## config.mk

```make
export PLATFORM = sky130hd
export DESIGN_NAME = cam_alarm_top
export DESIGN_NICKNAME = d
export VERILOG_FILES = /design/src/logic/cam_sync3.v /design/src/logic/cam_alarm_top.v
export VERILOG_INCLUDE_DIRS = /design/src /design/src/logic
export SDC_FILE = /design/constraint.sdc
export NUM_CORES = 1
export LEC_CHECK = 0
export BUFFER_PORTS_ARGS = -buffer_cell sky130_fd_sc_hd__buf_2
export CAP_MARGIN = 20
export CORE_UTILIZATION = 45
export DETAILED_ROUTE_END_ITERATION = 6
export PLACE_DENSITY = 0.62
export SYNTH_ARGS = -nofsm -noshare
export SYNTH_HDL_FRONTEND = slang
export SYNTH_HIERARCHICAL = 1
export SYNTH_SLANG_ARGS = --single-unit
```

## constraint.sdc

```tcl
create_clock -name SYS_CLK -period 3.37 [get_ports SYS_CLK]
set_input_delay 0.674 -clock SYS_CLK [delete_from_list [all_inputs] [get_ports SYS_CLK]]
set_output_delay 0.674 -clock SYS_CLK [all_outputs]
set_load 0.1 [all_outputs]
```

## src/logic/cam_defines.vh

```
// constants for the clock alarm mask and readback block
// assumes a 13-bit serial port address space and byte-wide registers
`ifndef CAM_DEFINES_VH
`define CAM_DEFINES_VH

// -----------------------------------------------------------------
// register addresses on the serial control port
// -----------------------------------------------------------------
`define CAM_ADDR_W         13
`define CAM_A_LOOP1_MASK   13'h0070
`define CAM_A_GEN_MASK     13'h0071
`define CAM_A_IDENT_LOW    13'h0078
`define CAM_A_IDENT_MID    13'h0079
`define CAM_A_IDENT_HIGH   13'h007a
`define CAM_A_SUMMARY      13'h007b
`define CAM_A_LOOP1_RB     13'h007c
`define CAM_A_GEN_RB       13'h007d
`define CAM_A_LATCHED      13'h007e
`define CAM_A_SPARE        13'h007f

// -----------------------------------------------------------------
// reset values and fixed patterns
// -----------------------------------------------------------------
`define CAM_MASK_RST       8'h00
`define CAM_GEN_MASK_USED  8'h1f
`define CAM_ZERO_BYTE      8'h00
`define CAM_IDENT_DEFAULT  24'h5a3c96
`define CAM_PIN_RST        3'b010

// -----------------------------------------------------------------
// synchronised status vector layout
// -----------------------------------------------------------------
`define CAM_ST_W           15
`define CAM_ST_LOS_HI      3
`define CAM_ST_LOS_LO      0
`define CAM_ST_HOLD        4
`define CAM_ST_LOCK        5
`define CAM_ST_ACQ         6
`define CAM_ST_NEAR        7
`define CAM_ST_S_LOCK      8
`define CAM_ST_S_DIS       9
`define CAM_ST_S_NEAR      10
`define CAM_ST_S_ACQ       11
`define CAM_ST_SREF        12
`define CAM_ST_SYNC        13
`define CAM_ST_CLR         14

// -----------------------------------------------------------------
// serial pin vector and frame layout
// -----------------------------------------------------------------
`define CAM_PIN_SCLK       0
`define CAM_PIN_SEN_N      1
`define CAM_PIN_SDI        2
`define CAM_CNT_W          5
`define CAM_CNT_HDR_LAST   5'd15
`define CAM_CNT_DATA_FIRST 5'd16
`define CAM_CNT_LAST       5'd23
`define CAM_CNT_DONE       5'd24
`define CAM_CNT_ZERO       5'd0
`define CAM_CNT_ONE        5'd1
`define CAM_HDR_RW         15
`define CAM_BYTE_MSB       7

`endif

```

## src/logic/cam_sync3.v

```verilog
// three-stage synchroniser with agreement filter, one lane per bit
// assumes inputs are asynchronous to clk and change slowly
`timescale 1ns/100ps
module cam_sync3 #(
    parameter                   WIDTH   = 1,
    parameter [WIDTH-1:0]       RST_VAL = {WIDTH{1'b0}}
) (
    input  wire                 clk,
    input  wire                 rst,
    input  wire [WIDTH-1:0]     d,
    output wire [WIDTH-1:0]     q
);

    genvar i;
    generate
        for (i = 0; i < WIDTH; i = i + 1) begin : g_lane
            reg s1_reg;
            reg s2_reg;
            reg s3_reg;
            reg q_reg;
            // stage one feeds stage two only; output moves on agreement
            always @(posedge clk or posedge rst) begin
                if (rst) begin
                    s1_reg <= RST_VAL[i];
                    s2_reg <= RST_VAL[i];
                    s3_reg <= RST_VAL[i];
                    q_reg  <= RST_VAL[i];
                end else begin
                    s1_reg <= d[i];
                    s2_reg <= s1_reg;
                    s3_reg <= s2_reg;
                    if (s2_reg == s3_reg) begin
                        q_reg <= s3_reg;
                    end
                end
            end
            assign q[i] = q_reg;
        end
    endgenerate

endmodule // cam_sync3

```

## src/logic/cam_alarm_top.v

```verilog
// alarm masking, live status, latched records and product identifier
// assumes status pins come from analog loops asynchronous to SYS_CLK,
// and a host on the serial port clocking at most SYS_CLK/12
// frame: read flag, two spare bits, 13-bit address, one data byte
//
// What this block does
// - mask bits 7..4 gate near-lock, acquisition, lock, holdover onto alarm
// - mask bits 3..0 let each reference input loss add to alarm
// - second mask bits 4..0 gate sync, both-lock, phase, sync, loop2
// - summary readback bit 0 returns current alarm, upper bits zero
// - loop1 readback bits 7..4: near-lock, acquiring, locked, holdover
// - status bit 4 high when loop2 locked or off but unsynchronized
// - status bit 3 is 1 only when both loops are locked
// - status bit 2 is 1 when sysref output phase is stable
// - status bit 1 reads 1 until first synchronisation, then 0
// - status bit 0 shows clock synthesis loop near-lock
// - latched bits 6..4 stick on loop2 acq, loop1 acq, holdover
// - latched bits 3..0 stick on loss of each reference input
// - read-only 24-bit identifier over three bytes, low byte first
`timescale 1ns/100ps
`include "cam_defines.vh"

module cam_alarm_top #(
    parameter [23:0]            PRODUCT_IDENT = `CAM_IDENT_DEFAULT
) (
    input  wire                 SYS_CLK,
    input  wire                 RST,
    // serial control port
    input  wire                 SPI_SCLK,
    input  wire                 SPI_SEN_N,
    input  wire                 SPI_SDIO_IN,
    output wire                 SPI_SDIO_OUT,
    output wire                 SPI_SDIO_OE,
    // jitter cleaning loop status
    input  wire                 CLEAN_LOOP_NEAR_LOCK,
    input  wire                 CLEAN_LOOP_ACQUIRING,
    input  wire                 CLEAN_LOOP_LOCKED,
    input  wire                 CLEAN_LOOP_HOLDOVER,
    input  wire [3:0]           REFERENCE_INPUT_LOS,
    // clock synthesis loop status
    input  wire                 SYNTH_LOOP_LOCKED,
    input  wire                 SYNTH_LOOP_DISABLED,
    input  wire                 SYNTH_LOOP_NEAR_LOCK,
    input  wire                 SYNTH_LOOP_ACQUIRING,
    // sysref and synchronisation
    input  wire                 SYSREF_PHASE_VALID,
    input  wire                 SYNC_EVENT,
    input  wire                 CLEAR_EVENT,
    // combined alarm
    output wire                 ALARM
);

    // -------------------------------------------------------------
    // declarations
    // -------------------------------------------------------------
    // combinational views, strobes and decode
    wire [`CAM_ST_W-1:0]        st_raw;
    wire [`CAM_ST_W-1:0]        st;
    wire [2:0]                  pin;
    wire                        sclk;
    wire                        sen_act;
    wire                        sdi;
    wire [15:0]                 hdr_next;
    wire [`CAM_ADDR_W-1:0]      rd_addr;
    wire [7:0]                  loop1_rb;
    wire [7:0]                  gen_rb;
    wire [7:0]                  latch_set;
    wire                        sync_rise;
    wire                        clr_rise;
    wire                        sclk_rise;
    wire                        sclk_fall;
    wire                        alarm_next;
    wire                        alarm_loop1;
    wire                        alarm_refs;
    wire                        alarm_gen;

    // state held from clock to clock, and the combinational latched_next and rd_byte
    reg  [7:0]                  loop1_mask_reg;
    reg  [7:0]                  gen_mask_reg;
    reg  [7:0]                  latched_reg;
    reg  [7:0]                  latched_next;
    reg                         never_synced_reg;
    reg                         alarm_reg;
    reg                         sync_q_reg;
    reg                         clr_q_reg;
    reg                         sclk_q_reg;
    reg  [`CAM_CNT_W-1:0]       cnt_reg;
    reg  [15:0]                 hdr_reg;
    reg  [6:0]                  wdat_reg;
    reg                         is_read_reg;
    reg  [`CAM_ADDR_W-1:0]      addr_reg;
    reg  [7:0]                  out_shift_reg;
    reg                         sdo_reg;
    reg                         oe_reg;
    reg  [7:0]                  rd_byte;

    // -------------------------------------------------------------
    // input synchronisers
    // -------------------------------------------------------------
    // a level must stand two clocks to pass, and the logic sees it four clocks after it changes
    // status pins gathered into one vector, same layout as loop1 mask
    assign st_raw = {CLEAR_EVENT, SYNC_EVENT, SYSREF_PHASE_VALID,
                     SYNTH_LOOP_ACQUIRING, SYNTH_LOOP_NEAR_LOCK,
                     SYNTH_LOOP_DISABLED, SYNTH_LOOP_LOCKED,
                     CLEAN_LOOP_NEAR_LOCK, CLEAN_LOOP_ACQUIRING,
                     CLEAN_LOOP_LOCKED, CLEAN_LOOP_HOLDOVER,
                     REFERENCE_INPUT_LOS};

    cam_sync3 #(
        .WIDTH   (`CAM_ST_W),
        .RST_VAL ({`CAM_ST_W{1'b0}})
    ) u_sync_status (
        .clk     (SYS_CLK),
        .rst     (RST),
        .d       (st_raw),
        .q       (st)
    );

    // enable idles high, so its lane resets high to avoid a false frame
    cam_sync3 #(
        .WIDTH   (3),
        .RST_VAL (`CAM_PIN_RST)
    ) u_sync_pins (
        .clk     (SYS_CLK),
        .rst     (RST),
        .d       ({SPI_SDIO_IN, SPI_SEN_N, SPI_SCLK}),
        .q       (pin)
    );

    assign sclk    = pin[`CAM_PIN_SCLK];
    assign sen_act = ~pin[`CAM_PIN_SEN_N];
    assign sdi     = pin[`CAM_PIN_SDI];

    // -------------------------------------------------------------
    // edge detection on filtered signals
    // -------------------------------------------------------------
    // all edges come from filtered copies, never from a first stage
    always @(posedge SYS_CLK or posedge RST) begin
        if (RST) begin
            sync_q_reg <= 1'b0;
            clr_q_reg  <= 1'b0;
            sclk_q_reg <= 1'b0;
        end else begin
            sync_q_reg <= st[`CAM_ST_SYNC];
            clr_q_reg  <= st[`CAM_ST_CLR];
            sclk_q_reg <= sclk;
        end
    end

    // sync and clear use rising edges only, so a held level acts once; sclk has both
    assign sync_rise = st[`CAM_ST_SYNC] & ~sync_q_reg;
    assign clr_rise  = st[`CAM_ST_CLR] & ~clr_q_reg;
    assign sclk_rise = sclk & ~sclk_q_reg;
    assign sclk_fall = ~sclk & sclk_q_reg;

    // -------------------------------------------------------------
    // live readback views
    // -------------------------------------------------------------
    // loop1 view mirrors the synchronised vector bit for bit
    assign loop1_rb = st[`CAM_ST_NEAR:`CAM_ST_LOS_LO];

    // general view; bits 7..5 reserved and read zero
    assign gen_rb[7:5] = 3'b000;
    assign gen_rb[4]   = (st[`CAM_ST_S_LOCK] | st[`CAM_ST_S_DIS])
                         & never_synced_reg;
    assign gen_rb[3]   = st[`CAM_ST_LOCK] & st[`CAM_ST_S_LOCK];
    assign gen_rb[2]   = st[`CAM_ST_SREF];
    assign gen_rb[1]   = never_synced_reg;
    assign gen_rb[0]   = st[`CAM_ST_S_NEAR];

    // -------------------------------------------------------------
    // first-synchronisation record
    // -------------------------------------------------------------
    // set at reset, dropped for good by the first sync pulse seen
    // only a later reset brings the unsynchronised state back
    always @(posedge SYS_CLK or posedge RST) begin
        if (RST) begin
            never_synced_reg <= 1'b1;
        end else if (sync_rise) begin
            never_synced_reg <= 1'b0;
        end
    end

    // -------------------------------------------------------------
    // alarm combination
    // -------------------------------------------------------------
    // loop1 state sources, one mask bit each
    assign alarm_loop1 = |(loop1_rb[7:4] & loop1_mask_reg[7:4]);
    // reference input losses, one mask bit per input
    assign alarm_refs  = |(loop1_rb[3:0] & loop1_mask_reg[3:0]);
    // reserved bits 7..5 of the second mask are stored but never gate
    assign alarm_gen   = |(gen_rb & gen_mask_reg & `CAM_GEN_MASK_USED);
    // masked sources OR together; registered so the pin is glitch free
    assign alarm_next  = alarm_loop1 | alarm_refs | alarm_gen;

    always @(posedge SYS_CLK or posedge RST) begin
        if (RST) begin
            alarm_reg <= 1'b0;
        end else begin
            alarm_reg <= alarm_next;
        end
    end

    // pin comes straight from the register, never from the gate tree
    assign ALARM = alarm_reg;

    // -------------------------------------------------------------
    // latched records
    // -------------------------------------------------------------
    // bit 7 has no source and always reads zero
    assign latch_set = {1'b0, st[`CAM_ST_S_ACQ], st[`CAM_ST_ACQ],
                        st[`CAM_ST_HOLD],
                        st[`CAM_ST_LOS_HI:`CAM_ST_LOS_LO]};

    // clear first, then set, so an event in the clear cycle survives
    always @* begin
        latched_next = latched_reg;
        if (clr_rise) begin
            latched_next = `CAM_ZERO_BYTE;
        end
        latched_next = latched_next | latch_set;
    end

    always @(posedge SYS_CLK or posedge RST) begin
        if (RST) begin
            latched_reg <= `CAM_ZERO_BYTE;
        end else begin
            latched_reg <= latched_next;
        end
    end

    // -------------------------------------------------------------
    // read data selection
    // -------------------------------------------------------------
    // header as it stands after the current rising sclk
    assign hdr_next = {hdr_reg[14:0], sdi};
    assign rd_addr  = hdr_next[`CAM_ADDR_W-1:0];

    // unmapped and spare addresses answer zero
    // decoding ahead of the shift has the byte ready on the last rise
    always @* begin
        case (rd_addr)
            `CAM_A_LOOP1_MASK: rd_byte = loop1_mask_reg;
            `CAM_A_GEN_MASK:   rd_byte = gen_mask_reg;
            `CAM_A_IDENT_LOW:  rd_byte = PRODUCT_IDENT[7:0];
            `CAM_A_IDENT_MID:  rd_byte = PRODUCT_IDENT[15:8];
            `CAM_A_IDENT_HIGH: rd_byte = PRODUCT_IDENT[23:16];
            `CAM_A_SUMMARY:    rd_byte = {7'h00, alarm_reg};
            `CAM_A_LOOP1_RB:   rd_byte = loop1_rb;
            `CAM_A_GEN_RB:     rd_byte = gen_rb;
            `CAM_A_LATCHED:    rd_byte = latched_reg;
            default:           rd_byte = `CAM_ZERO_BYTE;
        endcase
    end

    // -------------------------------------------------------------
    // serial frame receiver
    // -------------------------------------------------------------
    // frame: 16 header bits (read flag first, address last 13 bits)
    // then 8 data bits, msb first; extra clocks in a frame are ignored
    // a frame cut short drops the count on deselect, so a half-shifted
    // header is never taken as an address
    always @(posedge SYS_CLK or posedge RST) begin
        if (RST) begin
            cnt_reg     <= `CAM_CNT_ZERO;
            hdr_reg     <= 16'h0000;
            wdat_reg    <= 7'h00;
            is_read_reg <= 1'b0;
            addr_reg    <= {`CAM_ADDR_W{1'b0}};
        end else if (!sen_act) begin
            cnt_reg     <= `CAM_CNT_ZERO;
            is_read_reg <= 1'b0;
        end else if (sclk_rise && cnt_reg != `CAM_CNT_DONE) begin
            cnt_reg <= cnt_reg + `CAM_CNT_ONE;
            if (cnt_reg <= `CAM_CNT_HDR_LAST) begin
                hdr_reg <= hdr_next;
            end else begin
                wdat_reg <= {wdat_reg[5:0], sdi};
            end
            if (cnt_reg == `CAM_CNT_HDR_LAST) begin
                is_read_reg <= hdr_next[`CAM_HDR_RW];
                addr_reg    <= rd_addr;
            end
        end
    end

    // -------------------------------------------------------------
    // mask register writes
    // -------------------------------------------------------------
    // commit on the last data bit; writes to read-only bytes dropped
    // reserved bits of the second mask are kept as written
    always @(posedge SYS_CLK or posedge RST) begin
        if (RST) begin
            loop1_mask_reg <= `CAM_MASK_RST;
            gen_mask_reg   <= `CAM_MASK_RST;
        end else if (sen_act && sclk_rise && !is_read_reg
                     && cnt_reg == `CAM_CNT_LAST) begin
            if (addr_reg == `CAM_A_LOOP1_MASK) begin
                loop1_mask_reg <= {wdat_reg, sdi};
            end
            if (addr_reg == `CAM_A_GEN_MASK) begin
                gen_mask_reg <= {wdat_reg, sdi};
            end
        end
    end

    // -------------------------------------------------------------
    // serial read driver
    // -------------------------------------------------------------
    // byte is captured at the end of the header so a read returns one
    // consistent snapshot; bits change on falling sclk for the host
    // limitation: a low sclk phase under six clocks can lose the data
    // edge, and the host then samples the previous bit
    always @(posedge SYS_CLK or posedge RST) begin
        if (RST) begin
            out_shift_reg <= `CAM_ZERO_BYTE;
            sdo_reg       <= 1'b0;
            oe_reg        <= 1'b0;
        end else if (!sen_act) begin
            oe_reg <= 1'b0;
        end else begin
            if (sclk_rise && cnt_reg == `CAM_CNT_HDR_LAST) begin
                out_shift_reg <= rd_byte;
            end
            if (sclk_fall && is_read_reg) begin
                if (cnt_reg >= `CAM_CNT_DATA_FIRST
                    && cnt_reg <= `CAM_CNT_LAST) begin
                    sdo_reg       <= out_shift_reg[`CAM_BYTE_MSB];
                    out_shift_reg <= {out_shift_reg[6:0], 1'b0};
                    oe_reg        <= 1'b1;
                end else begin
                    oe_reg <= 1'b0;
                end
            end
        end
    end

    // both port outputs come straight from flip-flops
    assign SPI_SDIO_OUT = sdo_reg;
    assign SPI_SDIO_OE  = oe_reg;

endmodule // cam_alarm_top

```

After elaboration in Yosys (flattened, before gate mapping):

Cells that the tools add are included.

* logic and storage cells: 177
* output and inout port bits: 3
* bits of input ports: 20
* register bits after elaboration: 152

* equality and inequality tests: 32
* bitwise gates (word level): 19
* muxes and demuxes: 13
* add/sub/neg operators: 1
* magnitude comparators: 3
* reduce and logical (&&, ||, !) cells: 21

Operators by type and width (count)
* $eq 13x7->1 const B: 11
* $pmux 8 s9: 1
* $mux 8: 4
* $eq 1x1->1: 18
* $reduce_and 3->1: 4
* $mux 5: 2
* $and 4x4->4: 2
* $or 8x7->8: 1
* $reduce_or 4->1: 2
* $logic_and 1x1->1: 7
* $and 1x1->1: 6
* $mux 1: 6
* $not 1->1: 6
* $reduce_and 2->1: 3
* $reduce_bool 2->1: 3
* $add 5x1->5 const B: 1
* $and 5x5->5: 1
* $eq 5x4->1 const B: 1
* $eq 5x5->1 const B: 1
* $ge 5x5->1 const B: 1
* $le 5x4->1 const B: 1
* $le 5x5->1 const B: 1
* $ne 5x5->1 const B: 1
* $reduce_or 5->1: 1
* 2 further kinds: 4

Longest topological paths before layout:

* depth in word-level cells: 6
* gate-level depth with buffers: 8
* mapped depth without buffers: 7

By module:

Netlist, hierarchy kept.

Modules (own cells, without submodules)
* cam_alarm_top: area an instance 3733.6 sq um, cells each 315, times used 1, seq. area each 1978.1 sq um
* cam_sync3 at u_sync_status: area an instance 1786.7 sq um, cells each 91, times used 1, seq. area each 1501.4 sq um
* cam_sync3 at u_sync_pins: area an instance 365.4 sq um, cells each 19, times used 1, seq. area each 305.3 sq um

Least setup slack after synthesis:

OpenSTA, ideal clock, no wires.

* path kind: reg-to-reg
* start point: register cnt_reg[0]
* end point: register hdr_reg[0]
* buffers on the path: 1
* data required time: 3.245 ns
* setup time: 0.125 ns
* period minus slack after synthesis: 2.269 ns
* cell stages (with the launch flop): 7
* path slack: 1.101 ns
* arrival: 2.144 ns
* cell sequence: dfrtp_1 -> ha_1 -> and3_1 -> ha_1 -> o21bai_1 -> clkbuf_1 -> mux2_2

* cells in the longest elaborated chain, start to end: 3
* elaborated cells between the ends (all ways): 4
* those cells by class: order compare: 1; eq/ne: 1; reduce/logical: 2

Ends and longest elaborated chain
* from (decl): line cam_alarm_top.v:87 `` reg [`CAM_CNT_W-1:0] cnt_reg; ``
* from (signal assigned): line cam_alarm_top.v:265 `` cnt_reg <= `CAM_CNT_ZERO; ``
* from (signal assigned): line cam_alarm_top.v:271 `` cnt_reg <= `CAM_CNT_ZERO; ``
* from (signal assigned): line cam_alarm_top.v:274 `` cnt_reg <= cnt_reg + `CAM_CNT_ONE; ``
* parallel branches: the longest is 2 deep, another holds $le 5x4->1
* $reduce_and 3->1 (no source line) (*)
* to (signal assigned): line cam_alarm_top.v:276 `hdr_reg <= hdr_next;`
* to (decl): line cam_alarm_top.v:88 `reg [15:0] hdr_reg;`

Mark *: on every way between the ends.
A chain may end at the register's enable or synchronous reset.

Final worst setup path:

* start point: register cnt_reg[0]
* end point: register out_shift_reg[7]

* cells in the longest elaborated chain, start to end: 5
* elaborated cells between the ends (all ways): 8
* those cells by class: order compare: 2; eq/ne: 1; mux: 3; reduce/logical: 2

Ends and longest elaborated chain
* parallel branches: the longest is 4 deep, another holds $ge 5x5->1
* $mux 8 (*): line cam_alarm_top.v:325 `if (sclk_fall && is_read_reg) begin`
* to (signal assigned): line cam_alarm_top.v:316 `` out_shift_reg <= `CAM_ZERO_BYTE; ``
* to (signal assigned): line cam_alarm_top.v:323 `out_shift_reg <= rd_byte;`
* to (signal assigned): line cam_alarm_top.v:329 `out_shift_reg <= {out_shift_reg[6:0], 1'b0};`
* to (decl): line cam_alarm_top.v:92 `reg [7:0] out_shift_reg;`

Marks and branches as above.

==> results.md <==
* Outcome: finished, final reports clean
* Post-Place Setup Slack at 778 ps
* Relative slew slack at 0.454
* Die area at 13,500 um2
* H-tree Lvls at 4
* DRT Pass-1 Iters at 4
* IR drop worst, VDD at 432 uV
* Area growth, synth to finish at 13.3%
* Gate power share at 0.091
* Delay-heaviest family, CP: simple AND/OR/NAND/NOR gates
* Mean Syn Cell Area at 13.8 um2
* Diodes inserted at 0
* Post CTS Setup Buffer Count at 0
* Seq cells post-synth at 151
* FFs w/ async S/R, synth at 1.00
* Fillers at 1,072
* Final worst slack at 759 ps
* MaxCap Viol Count at 0
* Final min period at 2610 ps
* Synth Instances at 425
* Top FF cell, synth: dfrtp_1
* Crit path max-delay cell type: nor4_1
* Fin crit share at 0.775
* Worst path most repeated cell: ha_1
* Setup tns final at 0 ps
* Die Y-Extent at 116 um
* Final setup fails at 0
* Post-cts resize count at 0
* Num CTS Buffers at 17
* GPL Wtd Cong at 0.899
* Routed Antenna Nets at 0
* CTS tree: yes
* CTS max path bufs at 2
* Mapped cell area at 5890 um2
* Largest fanout on the critical path at 8
* Pint at 3.33 mW
* Global Route Usage Sum at 0.170
* Dpl cells at 593
* Sequential share of the synthesized area at 0.643
* Die width at 116 um
* Initial Util at 0.465
* First-pass GRT wire length at 17.0 mm
* Latest clock arrival within the worst-skew pair at 420 ps
* Final wirelength at 9.91 mm
* Hold_buf cts at 0
* Initial antenna violation count at 0
* Crit path capture type: flip-flop
* Actual slew at the worst max-slew pin at 811 ps
* Worst R2R Start: cnt_reg[0]
* Netlist cell types at 51
* # DRC at 0
* Drt first-iter violations at 190
* Critical path data required time at 3700 ps
* Seq pwr share at 0.494
* Warnings from Yosys at 6
* # port buffers at 22
* WHS at 203 ps
* Rows at 41
* Power per cell area at 671 nW/um2
* Layout cells sized above 1 at 0.311
* Worst-path cell chain: ha_1, and3_1, ha_1, nand3b_1, nor4_1, nand2b_1, o211ai_1
* # IOs at 23
* Crit path launch type: flip-flop
* Clk_skew at 8.70 ps
* Max Clk Rate at 0.383 GHz
* Core Box Area at 12,700 um2
* Total number of vias at 3,268
* Largest net degree at the start of global routing at 61
* Number of synthesized flops with an enable pin at 0
* Switching Fraction at 0.255
* Net Sw Power at 1.14 mW
* Final net count at 463
* Final HPWL DP at 6.62 mm
* WS Path Type: flip-flop to flip-flop
* Pleak at 3.00 nW
* Register clock-pin slew on the reported worst setup and hold paths at 60 ps
* Root Buffer: clkbuf_16
* Grt ovf at 0
* Final hold vios at 0
* Final std cells w/o fill at 625
* RSZ-0062 raised after global routing: false
* Vias in the first global route at 3,323
* Clk pwr share at 0.416
* Syn nets at 448
* Max Slew Vio Count at 0
* Crit path DAT at 2940 ps
* Setup crit start: cnt_reg[0]
* CTS sink cnt at 151
* Buf+Inv Stages, Crit Path at 0
* Worst Hold Class: input port to asynchronous set/reset pin
* Crit path largest cell delay at 790 ps
* Routed vias/inst at 5.23
* Routed WL per cell at 15.9 um
-- synth_stat cells, drive strengths merged (7+ instances only) --
master / number / area (um2)
clkbuf: 12 / 45.0
inv: 7 / 26.3
o21ai: 7 / 35.0
mux2: 54 / 608
buf: 20 / 143
nor2b: 7 / 43.8
a21o: 8 / 60.1
nor2: 15 / 56.3
nor3: 8 / 45.0
maj3: 18 / 203
nand2: 15 / 56.3
dfrtp: 146 / 3650
nand2b: 16 / 100
a21oi: 14 / 70.1
mux2i: 7 / 70.1
-- final timing paths --
| check | to | slack [ps] | cells past startpoint |
|---|---|---|---|
| worst max-delay path | out_shift_reg[7] | 760 | 7 |
| worst min-delay path | sync_q_reg | 200 | 2 |
| worst max register to register | out_shift_reg[7] | 760 | 7 |
| worst min register to register | u_sync_status/g_lane[8].s2_reg | 350 | 0 |
| max in group asynchronous | u_sync_status/g_lane[5].q_reg | 2440 | 3 |
| min in group SYS_CLK | u_sync_status/g_lane[8].s2_reg | 350 | 0 |
-- cells by family (layout without fill, tap and decap cells) --
group	count (synthesis)	in the layout	synth area share
AO/OA/AOI/OAI	62	62	0.0727
XOR/XNOR	3	3	0.00447
adder cells (fa/ha/maj)	21	21	0.0408
buffers and inverters	39	67	0.0364
flip-flops	151	151	0.643
multiplexers	61	61	0.115
AND/OR/NAND/NOR	88	88	0.0874
-- final cells by class --
cell class | count | area, um2 | share of cell area
clock inverters | 10 | 123 | 0.0184
flip-flops and latches | 151 | 3780 | 0.568
inverters | 7 | 26.3 | 0.00394
clock buffers | 22 | 464 | 0.0696
repair buffers | 28 | 168 | 0.0251
well taps | 172 | 215 | 0.0323
multi-input cells | 235 | 1890 | 0.283
-- power groups by stage --
stage | registers (mW) | logic [mW] | clock network [mW]
floorplan | 2.09 | 0.442 | 0
global placement | 2.23 | 0.400 | 0
detailed placement | 2.24 | 0.410 | 0
CTS | 2.21 | 0.412 | 1.91
global route | 2.24 | 0.455 | 1.98
finish | 2.21 | 0.405 | 1.86
-- through the flow --
| step | area (um2) | total power, mW | utilization |
|---|---|---|---|
| final | 6670 | 4.47 | 0.526 |
| after global routing | 6670 | 4.67 | 0.526 |
| after CTS | 6670 | 4.53 | 0.526 |
| after detailed placement | 6080 | 2.65 | 0.480 |
| after global placement | 6080 | 2.63 | 0.480 |
| after floorplan | 5890 | 2.53 | - |
-- layer usage --
metal  track usage  wire length, um  up-vias
li1              -                -     1525
met1         0.219             4590     1663
met2         0.261             4820       61
met3        0.0498              275       19
met4        0.0872              228        0
met5             0                0        -
-- worst register-to-register path, cell delays in order, from the launching register on --
cell and delay (ps):
dfrtp_1 420, ha_1 230, and3_1 200, ha_1 210
nand3b_1 270, nor4_1 790, nand2b_1 200, o211ai_1 210
-- cell usage in the layout (no fill, tap or decap), types with 4 or more instances in the layout --
cell type	count
buf_4	5
mux2_2	54
nand2_1	15
dfstp_2	5
nor2b_1	7
mux2i_1	7
nand4_1	4
o31ai_1	4
a21oi_1	14
a21o_1	8
o211ai_1	4
clkbuf_16	17
buf_2	22
inv_1	5
nand2b_1	16
nor3_1	7
o21ai_0	7
maj3_2	18
nand3b_1	5
dfrtp_1	146
nor2_1	15
Power figures use the tool's default switching activity.
